--- src/shared/sar_adc_defs.svh ---
// Register offsets, field positions, reset values, widths and response codes
`ifndef SAR_ADC_DEFS_SVH
`define SAR_ADC_DEFS_SVH

`define ADDR_MAIN_CONTROL   32'hFFFF_0500
`define ADDR_POS_SELECT     32'hFFFF_0504
`define ADDR_NEG_SELECT     32'hFFFF_0508
`define ADDR_STATUS         32'hFFFF_050C
`define ADDR_RESULT         32'hFFFF_0510
`define ADDR_IF_RESET       32'hFFFF_0514
`define ADDR_GAIN_TRIM      32'hFFFF_0530
`define ADDR_OFFSET_TRIM    32'hFFFF_0534

`define RST_MAIN_CONTROL    8'h00
`define RST_POS_SELECT      8'h00
`define RST_NEG_SELECT      8'h01
`define RST_TRIM            10'h200
`define RST_RESULT          12'h000

`define CTL_START_EN        7
`define CTL_BUSY_PIN_EN     6
`define CTL_POWER           5
`define CTL_MODE_HI         4
`define CTL_MODE_LO         3
`define CTL_TYPE_HI         2
`define CTL_TYPE_LO         0

`define TYPE_PIN            3'h0
`define TYPE_SINGLE_SW      3'h3
`define TYPE_CONT_SW        3'h4

`define SEL_W               5
`define RESULT_W            12
`define TRIM_W              10
`define TRIM_SHIFT          9
`define TRIM_MID            11'sh200
`define RESULT_MAX          15'sh0FFF
`define SAR_MSB             12'h800

`define RESP_OKAY           2'h0
`define RESP_SLVERR         2'h2

`endif

--- src/shared/sar_adc_pkg.sv ---
// Types shared by the converter interface
package sar_adc_pkg;

    typedef enum logic [2:0] {
        ST_ACQUIRE = 3'b000,
        ST_OPEN    = 3'b001,
        ST_SWAP    = 3'b010,
        ST_CONVERT = 3'b011,
        ST_DONE    = 3'b100
    } sar_state_t;

    typedef enum logic [1:0] {
        MODE_SINGLE = 2'b00,
        MODE_DIFF   = 2'b01,
        MODE_PSEUDO = 2'b10,
        MODE_RSVD   = 2'b11
    } input_mode_t;

endpackage

--- src/sar_adc_interface.sv ---
// Converter register interface and successive-approximation sequencer
`include "sar_adc_defs.svh"

// Contract
// - Positive select: low five bits, top zero
// - Positive codes route external inputs 0-10, 12
// - Positive codes pick DACs, sensor, ground, ref
// - Negative select: low five bits, top zero
// - Negative codes valid set differs, others reserved
// - Ready bit 0 set at end, raises irq
// - Reading result clears the ready flag
// - Active pin high through whole conversion
// - Active pin shown only when enabled
// - Result read-only, twelve bits, resets zero
// - Any write to reset restores all defaults
// - Gain trim ten bits, resets 0x200
// - Offset trim ten bits, resets 0x200
// - Differential, pseudo-differential, single-ended modes
// - Inputs disconnected while stepping to balance
// - Open balancing switch before moving inputs
// - Single-ended: negative switch tied to ground
// - Control bit 6 enables active pin
// - Single software type returns to zero
module sar_adc_interface (
    input  wire logic        clk,
    input  wire logic        rst_n,
    input  wire logic [31:0] s_axi_awaddr,
    input  wire logic        s_axi_awvalid,
    output logic             s_axi_awready,
    input  wire logic [31:0] s_axi_wdata,
    input  wire logic [3:0]  s_axi_wstrb,
    input  wire logic        s_axi_wvalid,
    output logic             s_axi_wready,
    output logic [1:0]       s_axi_bresp,
    output logic             s_axi_bvalid,
    input  wire logic        s_axi_bready,
    input  wire logic [31:0] s_axi_araddr,
    input  wire logic        s_axi_arvalid,
    output logic             s_axi_arready,
    output logic [31:0]      s_axi_rdata,
    output logic [1:0]       s_axi_rresp,
    output logic             s_axi_rvalid,
    input  wire logic        s_axi_rready,
    input  wire logic        conv_start_pin,
    input  wire logic        comparator_high,
    output logic [11:0]      dac_trial_code,
    output logic             balancing_switch_closed,
    output logic             positive_input_switch_b,
    output logic             negative_input_switch_b,
    output logic             negative_tied_ground,
    output logic [4:0]       positive_mux_code,
    output logic             positive_code_valid,
    output logic [4:0]       negative_mux_code,
    output logic             negative_code_valid,
    output logic             conversion_active_pin,
    output logic             port0_bit0_pin,
    output logic             converter_irq
);

    logic [7:0]              ctl_reg;
    logic [4:0]              pos_sel_reg;
    logic [4:0]              neg_sel_reg;
    logic                    ready_reg;
    logic [11:0]             result_reg;
    logic [9:0]              gain_reg;
    logic [9:0]              offset_reg;
    sar_adc_pkg::sar_state_t state_reg;
    sar_adc_pkg::sar_state_t state_next;
    logic [11:0]             sar_reg;
    logic [11:0]             mask_reg;
    logic                    aw_hold_reg;
    logic                    w_hold_reg;
    logic [31:0]             awaddr_reg;
    logic [31:0]             wdata_reg;
    logic [3:0]              wstrb_reg;
    logic                    wr_fire;
    logic                    rd_fire;
    logic                    soft_reset;
    logic                    result_read;
    logic                    conv_done;
    logic                    trigger;
    logic [2:0]              conv_type;
    logic                    single_end;
    logic [31:0]             rd_word;
    logic                    rd_hit;
    logic                    wr_hit;
    logic signed [14:0]      scaled;
    logic signed [14:0]      corrected;
    logic [11:0]             trimmed;

    assign conv_type  = ctl_reg[`CTL_TYPE_HI:`CTL_TYPE_LO];
    assign single_end = ctl_reg[`CTL_MODE_HI:`CTL_MODE_LO]
                        == sar_adc_pkg::MODE_SINGLE;
    assign wr_fire    = aw_hold_reg && w_hold_reg && !s_axi_bvalid;
    assign rd_fire    = s_axi_arvalid && s_axi_arready;
    assign soft_reset = wr_fire && awaddr_reg == `ADDR_IF_RESET;
    assign result_read = rd_fire && s_axi_araddr == `ADDR_RESULT;
    assign conv_done  = state_reg == sar_adc_pkg::ST_DONE;

    // Start request from the selected trigger source
    always_comb
    begin
        trigger = 1'b0;
        if (ctl_reg[`CTL_START_EN] && ctl_reg[`CTL_POWER])
        begin
            trigger = conv_type == `TYPE_SINGLE_SW ||
                      conv_type == `TYPE_CONT_SW ||
                      (conv_type == `TYPE_PIN && conv_start_pin);
        end
    end

    // Write channel capture, address and data in either order
    always_ff @(posedge clk or negedge rst_n)
    begin
        if (!rst_n)
        begin
            aw_hold_reg <= 1'b0;
            w_hold_reg  <= 1'b0;
            awaddr_reg  <= 32'h0000_0000;
            wdata_reg   <= 32'h0000_0000;
            wstrb_reg   <= 4'h0;
        end
        else
        begin
            if (s_axi_awvalid && s_axi_awready)
            begin
                aw_hold_reg <= 1'b1;
                awaddr_reg  <= s_axi_awaddr;
            end
            else if (wr_fire)
                aw_hold_reg <= 1'b0;
            if (s_axi_wvalid && s_axi_wready)
            begin
                w_hold_reg <= 1'b1;
                wdata_reg  <= s_axi_wdata;
                wstrb_reg  <= s_axi_wstrb;  // Lanes kept with the data
            end
            else if (wr_fire)
                w_hold_reg <= 1'b0;
        end
    end

    // Write ready and response handshake
    always_ff @(posedge clk or negedge rst_n)
    begin
        if (!rst_n)
        begin
            s_axi_awready <= 1'b1;
            s_axi_wready  <= 1'b1;
            s_axi_bvalid  <= 1'b0;
            s_axi_bresp   <= `RESP_OKAY;
        end
        else
        begin
            if (s_axi_awvalid && s_axi_awready)
                s_axi_awready <= 1'b0;
            if (s_axi_wvalid && s_axi_wready)
                s_axi_wready <= 1'b0;
            if (wr_fire)
            begin
                s_axi_bvalid <= 1'b1;
                s_axi_bresp  <= wr_hit ? `RESP_OKAY : `RESP_SLVERR;
            end
            else if (s_axi_bvalid && s_axi_bready)
            begin
                s_axi_bvalid  <= 1'b0;
                s_axi_awready <= 1'b1;
                s_axi_wready  <= 1'b1;
            end
        end
    end

    // Read decode; reserved bits read as zero
    always_comb
    begin
        rd_word = 32'h0000_0000;
        rd_hit  = 1'b1;
        unique case (s_axi_araddr)
            `ADDR_MAIN_CONTROL: rd_word[7:0] = ctl_reg;
            `ADDR_POS_SELECT:   rd_word[4:0] = pos_sel_reg;
            `ADDR_NEG_SELECT:   rd_word[4:0] = neg_sel_reg;
            `ADDR_STATUS:       rd_word[0]   = ready_reg;
            `ADDR_RESULT:       rd_word[11:0] = result_reg;
            `ADDR_IF_RESET:     rd_word = 32'h0000_0000;
            `ADDR_GAIN_TRIM:    rd_word[9:0] = gain_reg;
            `ADDR_OFFSET_TRIM:  rd_word[9:0] = offset_reg;
            default:            rd_hit = 1'b0;
        endcase
    end

    // Write decode; status and result accept but ignore data
    always_comb
    begin
        unique case (awaddr_reg)
            `ADDR_MAIN_CONTROL, `ADDR_POS_SELECT, `ADDR_NEG_SELECT,
            `ADDR_STATUS, `ADDR_RESULT, `ADDR_IF_RESET,
            `ADDR_GAIN_TRIM, `ADDR_OFFSET_TRIM: wr_hit = 1'b1;
            default:                            wr_hit = 1'b0;
        endcase
    end

    // Read channel, answer one cycle after the address
    always_ff @(posedge clk or negedge rst_n)
    begin
        if (!rst_n)
        begin
            s_axi_arready <= 1'b1;
            s_axi_rvalid  <= 1'b0;
            s_axi_rdata   <= 32'h0000_0000;
            s_axi_rresp   <= `RESP_OKAY;
        end
        else if (rd_fire)
        begin
            s_axi_arready <= 1'b0;
            s_axi_rvalid  <= 1'b1;
            s_axi_rdata   <= rd_word;
            s_axi_rresp   <= rd_hit ? `RESP_OKAY : `RESP_SLVERR;
        end
        else if (s_axi_rvalid && s_axi_rready)
        begin
            s_axi_rvalid  <= 1'b0;
            s_axi_arready <= 1'b1;
        end
    end

    // Main control; a write to other registers never blocks the type clear
    always_ff @(posedge clk or negedge rst_n)
    begin
        if (!rst_n)
            ctl_reg <= `RST_MAIN_CONTROL;
        else if (soft_reset)
            ctl_reg <= `RST_MAIN_CONTROL;
        else if (wr_fire && wstrb_reg[0] &&
                 awaddr_reg == `ADDR_MAIN_CONTROL)
            ctl_reg <= wdata_reg[7:0];
        else if (conv_done && conv_type == `TYPE_SINGLE_SW)
            ctl_reg[`CTL_TYPE_HI:`CTL_TYPE_LO] <= 3'h0;
    end

    // Selectors and trims; any interface reset write restores defaults
    always_ff @(posedge clk or negedge rst_n)
    begin
        if (!rst_n)
        begin
            pos_sel_reg <= 5'(`RST_POS_SELECT);
            neg_sel_reg <= 5'(`RST_NEG_SELECT);
            gain_reg    <= `RST_TRIM;
            offset_reg  <= `RST_TRIM;
        end
        else if (soft_reset)
        begin
            pos_sel_reg <= 5'(`RST_POS_SELECT);
            neg_sel_reg <= 5'(`RST_NEG_SELECT);
            gain_reg    <= `RST_TRIM;
            offset_reg  <= `RST_TRIM;
        end
        else if (wr_fire && wstrb_reg[0])
        begin
            unique case (awaddr_reg)
                `ADDR_POS_SELECT:   pos_sel_reg <= wdata_reg[4:0];
                `ADDR_NEG_SELECT:   neg_sel_reg <= wdata_reg[4:0];
                `ADDR_GAIN_TRIM:
                    if (wstrb_reg[1])
                        gain_reg <= wdata_reg[9:0];
                `ADDR_OFFSET_TRIM:
                    if (wstrb_reg[1])
                        offset_reg <= wdata_reg[9:0];
                default: ;
            endcase
        end
    end

    // Sequencer state: acquire, open, swap, convert, done
    always_comb
    begin
        state_next = state_reg;
        unique case (state_reg)
            sar_adc_pkg::ST_ACQUIRE:
                if (trigger)
                    state_next = sar_adc_pkg::ST_OPEN;
            sar_adc_pkg::ST_OPEN:    state_next = sar_adc_pkg::ST_SWAP;
            sar_adc_pkg::ST_SWAP:    state_next = sar_adc_pkg::ST_CONVERT;
            sar_adc_pkg::ST_CONVERT:
                if (mask_reg[0])
                    state_next = sar_adc_pkg::ST_DONE;
            sar_adc_pkg::ST_DONE:    state_next = sar_adc_pkg::ST_ACQUIRE;
            default:                 state_next = sar_adc_pkg::ST_ACQUIRE;
        endcase
    end

    always_ff @(posedge clk or negedge rst_n)
    begin
        if (!rst_n)
            state_reg <= sar_adc_pkg::ST_ACQUIRE;
        else if (soft_reset)
            state_reg <= sar_adc_pkg::ST_ACQUIRE;
        else
            state_reg <= state_next;
    end

    // Binary search on the comparator, one bit per clock
    always_ff @(posedge clk or negedge rst_n)
    begin
        if (!rst_n)
        begin
            sar_reg  <= 12'h000;
            mask_reg <= 12'h000;
        end
        else if (state_reg == sar_adc_pkg::ST_SWAP)
        begin
            sar_reg  <= `SAR_MSB;
            mask_reg <= `SAR_MSB;
        end
        else if (state_reg == sar_adc_pkg::ST_CONVERT)
        begin
            sar_reg  <= (comparator_high ? sar_reg : sar_reg & ~mask_reg)
                        | (mask_reg >> 1);
            mask_reg <= mask_reg >> 1;
        end
    end

    // Analog switch drive; balancing opens a cycle before inputs move
    always_ff @(posedge clk or negedge rst_n)
    begin
        if (!rst_n)
        begin
            balancing_switch_closed <= 1'b1;
            positive_input_switch_b <= 1'b0;
            negative_input_switch_b <= 1'b0;
            negative_tied_ground    <= 1'b1;
            dac_trial_code          <= 12'h000;
        end
        else
        begin
            balancing_switch_closed <= state_next
                                       == sar_adc_pkg::ST_ACQUIRE;
            positive_input_switch_b <= state_next
                                       != sar_adc_pkg::ST_ACQUIRE &&
                                       state_next != sar_adc_pkg::ST_OPEN;
            negative_input_switch_b <= state_next
                                       != sar_adc_pkg::ST_ACQUIRE &&
                                       state_next != sar_adc_pkg::ST_OPEN;
            negative_tied_ground    <= single_end;
            dac_trial_code          <= sar_reg;
        end
    end

    // Gain and offset correction of the finished code
    always_comb
    begin
        scaled    = 15'($unsigned(22'(sar_reg) * 22'(gain_reg))
                        >> `TRIM_SHIFT);
        corrected = scaled +
                    15'(($signed({1'b0, offset_reg}) - `TRIM_MID) >>> 2);
        if (corrected < 0)
            trimmed = 12'h000;
        else if (corrected > `RESULT_MAX)
            trimmed = 12'hFFF;
        else
            trimmed = corrected[11:0];
    end

    // Result word, ready flag and interrupt; a new result beats a read
    always_ff @(posedge clk or negedge rst_n)
    begin
        if (!rst_n)
        begin
            result_reg    <= `RST_RESULT;
            ready_reg     <= 1'b0;
            converter_irq <= 1'b0;
        end
        else if (soft_reset)
        begin
            result_reg    <= `RST_RESULT;
            ready_reg     <= 1'b0;
            converter_irq <= 1'b0;
        end
        else
        begin
            converter_irq <= conv_done;
            if (conv_done)
            begin
                result_reg <= trimmed;
                ready_reg  <= 1'b1;
            end
            else if (result_read)
                ready_reg <= 1'b0;
        end
    end

    // Busy indication and its port pin copy
    always_ff @(posedge clk or negedge rst_n)
    begin
        if (!rst_n)
        begin
            conversion_active_pin <= 1'b0;
            port0_bit0_pin        <= 1'b0;
        end
        else
        begin
            conversion_active_pin <= state_next != sar_adc_pkg::ST_ACQUIRE
                && state_next != sar_adc_pkg::ST_DONE;
            port0_bit0_pin <= ctl_reg[`CTL_BUSY_PIN_EN] &&
                (state_next != sar_adc_pkg::ST_ACQUIRE &&
                 state_next != sar_adc_pkg::ST_DONE);
        end
    end

    // Channel codes and their legality
    always_ff @(posedge clk or negedge rst_n)
    begin
        if (!rst_n)
        begin
            positive_mux_code   <= 5'(`RST_POS_SELECT);
            negative_mux_code   <= 5'(`RST_NEG_SELECT);
            positive_code_valid <= 1'b1;
            negative_code_valid <= 1'b1;
        end
        else
        begin
            positive_mux_code   <= pos_sel_reg;
            negative_mux_code   <= neg_sel_reg;
            positive_code_valid <= pos_sel_reg <= 5'h0A ||
                pos_sel_reg == 5'h0C ||
                (pos_sel_reg >= 5'h0E && pos_sel_reg <= 5'h13);
            negative_code_valid <= neg_sel_reg <= 5'h0A ||
                neg_sel_reg == 5'h0C ||
                (neg_sel_reg >= 5'h0F && neg_sel_reg <= 5'h12);
        end
    end

    property p_ready_on_done;
        @(posedge clk) disable iff (!rst_n)
        conv_done && !soft_reset |=> ready_reg && converter_irq;
    endproperty
    a_ready_on_done: assert property (p_ready_on_done)
        else $error("ready flag or irq missing after conversion");

    property p_read_clears;
        @(posedge clk) disable iff (!rst_n)
        result_read && !conv_done |=> !ready_reg;
    endproperty
    a_read_clears: assert property (p_read_clears)
        else $error("result read did not clear ready");

    property p_active_span;
        @(posedge clk) disable iff (!rst_n || soft_reset)
        $rose(conversion_active_pin) |-> conversion_active_pin[*8]
            ##1 conversion_active_pin[*6] ##1 !conversion_active_pin;
    endproperty
    a_active_span: assert property (p_active_span)
        else $error("active pin span is not fourteen cycles");

    property p_pin_gated;
        @(posedge clk) disable iff (!rst_n)
        port0_bit0_pin |-> conversion_active_pin;
    endproperty
    a_pin_gated: assert property (p_pin_gated)
        else $error("port pin high without active conversion");

    property p_soft_reset;
        @(posedge clk) disable iff (!rst_n)
        soft_reset |=> gain_reg == `RST_TRIM && offset_reg == `RST_TRIM
            && neg_sel_reg == `RST_NEG_SELECT && !ready_reg;
    endproperty
    a_soft_reset: assert property (p_soft_reset)
        else $error("interface reset left a register changed");

    property p_break_first;
        @(posedge clk) disable iff (!rst_n)
        $fell(balancing_switch_closed) |-> !positive_input_switch_b
            ##1 positive_input_switch_b;
    endproperty
    a_break_first: assert property (p_break_first)
        else $error("inputs moved before balancing switch opened");

    property p_single_clears;
        @(posedge clk) disable iff (!rst_n)
        conv_done && conv_type == `TYPE_SINGLE_SW
            && !(wr_fire && awaddr_reg == `ADDR_MAIN_CONTROL)
            |=> conv_type == 3'h0;
    endproperty
    a_single_clears: assert property (p_single_clears)
        else $error("single conversion type not returned to zero");

    property p_ro_kept;
        @(posedge clk) disable iff (!rst_n)
        wr_fire && awaddr_reg == `ADDR_RESULT && !conv_done
            |=> $stable(result_reg);
    endproperty
    a_ro_kept: assert property (p_ro_kept)
        else $error("write changed the result register");

    c_conversion: cover property (@(posedge clk) disable iff (!rst_n)
        conv_done);
    c_read_result: cover property (@(posedge clk) disable iff (!rst_n)
        result_read && ready_reg);
    c_soft_reset: cover property (@(posedge clk) disable iff (!rst_n)
        soft_reset);

endmodule // sar_adc_interface

--- config.mk ---
export PLATFORM = sky130hd
export DESIGN_NAME = sar_adc_interface
export DESIGN_NICKNAME = d
export VERILOG_FILES = /design/src/shared/sar_adc_pkg.sv /design/src/sar_adc_interface.sv
export VERILOG_INCLUDE_DIRS = /design/src /design/src/shared
export SDC_FILE = /design/constraint.sdc
export NUM_CORES = 1
export LEC_CHECK = 0
export BUFFER_PORTS_ARGS = -buffer_cell sky130_fd_sc_hd__buf_4
export CORE_MARGIN = 4
export CORE_UTILIZATION = 56
export CTS_CLUSTER_DIAMETER = 50
export DETAILED_ROUTE_END_ITERATION = 16
export PLACE_DENSITY = 0.78
export SYNTH_ARGS = -nofsm -noshare
export SYNTH_HDL_FRONTEND = slang
export SYNTH_SLANG_ARGS = --single-unit
--- constraint.sdc ---
create_clock -name clk -period 16 [get_ports clk]
set_input_delay 1.6 -clock clk [delete_from_list [all_inputs] [get_ports clk]]
set_output_delay 1.6 -clock clk [all_outputs]
set_load 0.005 [all_outputs]
Word level (Yosys, flattened, before mapping). Index checks and enable logic that the tools add are counted.

Output and inout port bits: 72. Input port bits: 109. Register bits: 175.

Order comparisons: 8. Mux-type cells: 59. Bitwise operators: 3. Equality and inequality tests: 26. Reductions and logical operators: 52. $mul: 1. Add/sub/neg operators: 2.

Operator list (number): 32-bit equality test, second input constant (16); 12-bit two-way mux (9); 10-bit two-way mux (7); 5-bit two-way mux (7); 2-bit nonzero test (13); 3-bit one-hot mux with 4 select lines (2); 4-bit one-hot mux with 6 select lines (1); 12-bit by 10-bit multiplier with 22-bit output (1); 1-bit two-way mux (22); 1-bit logical AND (19); 8-bit OR reduction (2); 14-bit by 9-bit adder with 15-bit output (1); 15-bit by 13-bit greater-than comparator with 1-bit output, second input constant (1); 15-bit by 1-bit less-than comparator with 1-bit output, second input constant (1); 3-bit two-way mux (5); 12-bit bitwise AND (1); 12-bit NOT (1); 12-bit by 11-bit bitwise OR with 12-bit output (1); 10-bit by 10-bit subtractor with 11-bit output, second input constant (1); 5-bit by 4-bit equality test with 1-bit output, second input constant (2); 5-bit by 4-bit greater-or-equal comparator with 1-bit output, second input constant (2); 5-bit by 4-bit less-or-equal comparator with 1-bit output, second input constant (2); 5-bit less-or-equal comparator, second input constant (2); 3-bit by 2-bit equality test with 1-bit output, second input constant (3); other kinds (15) (29).

Longest topological paths before layout.
Depth in word-level cells: 9. Mapped depth: 31. Gate-level depth less buffers: 29.

Worst setup path before layout. OpenSTA, ideal clock, no wires.

Path type: register -> register. Start point: reg gain_reg[9]. End point: reg result_reg[10]. Stages on the path, launching flop included: 28. Slack: 8.748 ns. Buffers on the path: 2. Arrival: 7.178 ns. Library setup time: 0.074 ns. Cell sequence: dfstp_2 -> clkbuf_1 -> and2_1 -> fa_1 -> fa_1 -> fa_1 -> fa_1 -> inv_1 -> fa_1 -> inv_1 -> ha_1 -> and2_1 -> a221o_1 -> a31o_1 -> a21oi_2 -> a21oi_1 -> or3_1 -> a21oi_1 -> xnor2_1 -> ha_1 -> or2_2 -> o31a_1 -> o211a_1 -> or4_1 -> nand4b_1 -> buf_4 -> a21oi_1 -> o21ai_2.

Word-level cells in the longest chain between the ends: 7.

RTL lines: start, declared (RTL line sar_adc_interface.sv:65) `logic [9:0] gain_reg;`; start signal, assigned (RTL line sar_adc_interface.sv:247) `` gain_reg <= `RST_TRIM; ``; start signal, assigned (RTL line sar_adc_interface.sv:254) `` gain_reg <= `RST_TRIM; ``; start signal, assigned (RTL line sar_adc_interface.sv:264) `gain_reg <= wdata_reg[9:0];`; 12-bit by 10-bit multiplier with 22-bit output (*) (RTL line sar_adc_interface.sv:351) `scaled = 15'($unsigned(22'(sar_reg) * 22'(gain_reg))`; 14-bit by 9-bit adder with 15-bit output (*) (RTL line sar_adc_interface.sv:353) `corrected = scaled +`; 15-bit by 13-bit greater-than comparator with 1-bit output (no line); 12-bit two-way mux (RTL line sar_adc_interface.sv:357) `` else if (corrected > `RESULT_MAX) ``; 12-bit two-way mux (*) (RTL line sar_adc_interface.sv:355) `if (corrected < 0)`; 12-bit two-way mux (*) (RTL line sar_adc_interface.sv:381) `if (conv_done)`; 12-bit two-way mux (*) (RTL line sar_adc_interface.sv:372) `else if (soft_reset)`; end signal, assigned (RTL line sar_adc_interface.sv:368) `` result_reg <= `RST_RESULT; ``; end signal, assigned (RTL line sar_adc_interface.sv:374) `` result_reg <= `RST_RESULT; ``; end signal, assigned (RTL line sar_adc_interface.sv:383) `result_reg <= trimmed;`; end, declared (RTL line sar_adc_interface.sv:64) `logic [11:0] result_reg;`.

Every way passes the cells marked *; elsewhere a longest branch is shown, timed or not. The select of a mux whose other input is x is not followed. A chain may end at the register's enable or synchronous reset.

Worst setup path after layout.
Start point: reg gain_reg[3]. End point: reg result_reg[9].

Same word-level chain as after synthesis.

==> results.cfg <==
[outcome]
outcome = finished, final reports clean

[route]
wl_met1_microns = 10800
wl_met3_microns = 2050
ant_nets = 0
vias = 8457
wirelength_microns = 25000
vias_per_cell = 5.57
drtIter0Drc = 576
wire_per_inst_microns = 16.5
dr.pass1.iters = 5
wl_met2_microns = 11700
maxUsedRoutingLayer = met4
drc = 0

[timing]
max_freq_ghz = 0.129
finalCriticalPeriod_ps = 7760
finalHoldViolCount = 0
maxSlewViolCount = 0
setup_tns_ps = 0
finalSetupViolations = 0
clock_skew_ps = 8.61
max_slew_margin = 0.346
finalCritPeriodShare = 0.485
rsz0062_at_grt = false
worst_slack_ps = 8240
tightest_slew_ps = 982

[grt]
grt_pass1_vias = 8467
antenna_found_initial = 1
gr-usage-all-layers = 0.226
gr-total-overflow = 0
grt_pass1_wl_microns = 41200
grt_max_degree = 98

[pwr]
cellLeakagePower_nw = 7.06
vdd_drop_max_mv = 0.0975
power.total_w = 0.00109
p_per_area_nw_per_um2 = 82.6

[setup_path]
path_class = reg -> reg
rr_worst_depth = 26
cp_max_fo = 14
start_kind = register
crit_path_end_kind = register
cp_top_family = adder cells
arrival_ps = 8110
crit_top_cell = fa_1
cp.depth = 26
worstPathBufferInverterCount = 3
critical_path.max_stage_delay_ps = 720
cpMaxStageDelayCell = dfrtp_1
required_ps = 16350

[floorplanning]
die_x_microns = 151
fp-row-count = 52
die_h_microns = 151
core-area_sq_um = 20200
start_util = 0.570
die_area_sq_um = 22900
ios = 181

[logic_synthesis]
ys_seq_elements = 173
synth_area_sq_um = 11500
ys_dominant_reg_cell = dfrtp_1
synth_edf_count = 0
netlist-cell-type-count = 64
avgSynthCellArea_sq_um = 10.2
yosysWarningCount = 0
syn_inst = 1125
ys_seq_area_frac = 0.377
async_flop_share = 1.00

[clock_tree]
clock_latency_ps = 420
htree_levels = 4
postCtsSetupBuffers = 0
cts_sinks = 173
postCtsHoldBufs = 0
cts_inserted_buffers = 17
ctsResizeCount = 0
clk_root_buffer_cell = clkbuf_16
clk_pin_slew_ps = 60
cts_tree = done
cts_buffer_depth = 2

[placed_design]
dpl_worst_slack_ps = 8250
place.gp.congestion = 0.871
dp_hpwl_microns = 18700
dp_cells = 1485
io_buffers = 134

[finish]
layout_commonest_cell = dfrtp_1
drive_gt1_frac = 0.195
final_cell_mix = dfrtp_1, buf_4, nand2_1
finalCoreUtilization = 0.653
fin_cells = 1517
nNetsFinal = 1490
area_growth_syn_to_layout_pct = 14.6
largest_register_ffs = 32
diodes = 0

[hold_path]
min_path_type = reg -> reg
worstHoldPathCells = 0

[flow_run]
maxCapViolCount = 0
==> layer usage <==
layer / track usage / vias to the layer above
li1: - / 3938
met4: 0.0768 / 0
met5: 0 / -
met3: 0.0547 / 42
met2: 0.359 / 291
met1: 0.307 / 4186
==> worst register-to-register path, stage by stage (launching register included) <==
cell and delay (ps):
dfrtp_1 720, nand2_1 170, fa_1 550, inv_1 50
fa_1 530, fa_1 440, fa_1 540, inv_1 50
fa_1 530, inv_1 40, ha_1 330, and2_1 200
a221o_1 360, a31o_1 240, a21oi_2 150, a21oi_1 110
or3_1 390, a21oi_1 190, xnor2_1 140, ha_1 280
or2_2 300, o31a_1 120, o211a_1 150, or4_1 470
nand4b_1 380, nor2_1 150, o21ai_2 130
==> final timing paths <==
kind | startpoint | endpoint | slack (ps)
worst max-delay path | gain_reg[3]$_DFFE_PN0P_ | result_reg[9]$_DFFE_PN0P_ | 8240
worst min-delay path | neg_sel_reg[0]$_DFFE_PN1P_ | negative_mux_code[0]$_DFF_PN1_ | 410
worst max register to register | gain_reg[3]$_DFFE_PN0P_ | result_reg[9]$_DFFE_PN0P_ | 8240
worst min register to register | neg_sel_reg[0]$_DFFE_PN1P_ | negative_mux_code[0]$_DFF_PN1_ | 410
max in group asynchronous | rst_n | positive_mux_code[4]$_DFF_PN0_ | 13240
min in group asynchronous | rst_n | awaddr_reg[30]$_DFFE_PN0P_ | 1250
==> area by class of cell <==
type	instances	area, sq um
Fill cell	1556	7020
Multi-Input combinational cell	796	6500
Timing Repair Buffer	140	1050
Clock buffer	18	429
Inverter	106	398
Tap cell	270	338
Clock inverter	14	160
Sequential cell	173	4340
==> cell families (layout without fill, tap and decap cells) <==
family | count (synthesis) | after routing | synth area share
AND/OR/NAND/NOR | 356 | 356 | 0.153
buffers and inverters | 177 | 278 | 0.0667
flip-flops | 173 | 173 | 0.377
AO/OA/AOI/OAI | 170 | 170 | 0.102
adder cells (fa/ha/maj) | 147 | 147 | 0.210
multiplexers | 80 | 80 | 0.0753
XOR/XNOR | 21 | 21 | 0.0160
other | 1 | 22 | 0.000325
==> through the flow <==
step / hold WS, ps / area (sq um)
after floorplan: 365 / 11600
after global placement: 408 / 12600
after detailed placement: 404 / 12600
after CTS: 413 / 13200
after global routing: 425 / 13200
final: 413 / 13200
==> report_power, final <==
| part | switching (W) | internal [W] |
|---|---|---|
| Sequential | 0.0000542 | 0.000502 |
| Clock | 0.000177 | 0.000234 |
| Combinational | 0.0000460 | 0.0000781 |
| Total | 0.000277 | 0.000814 |
==> synth_stat cells (all sizes together), types with 27 or more instances <==
cell      n  share of area
buf      33          0.020
inv     106          0.035
clkbuf   38          0.012
mux2i    36          0.032
o21ai    49          0.024
nor2     75          0.024
a21oi    27          0.012
nand2   123          0.040
and2     68          0.037
ha       69          0.075
dfrtp   162           0.35
fa       78           0.14
mux2     44          0.043
No activity file was read; power rests on OpenSTA's default activity.
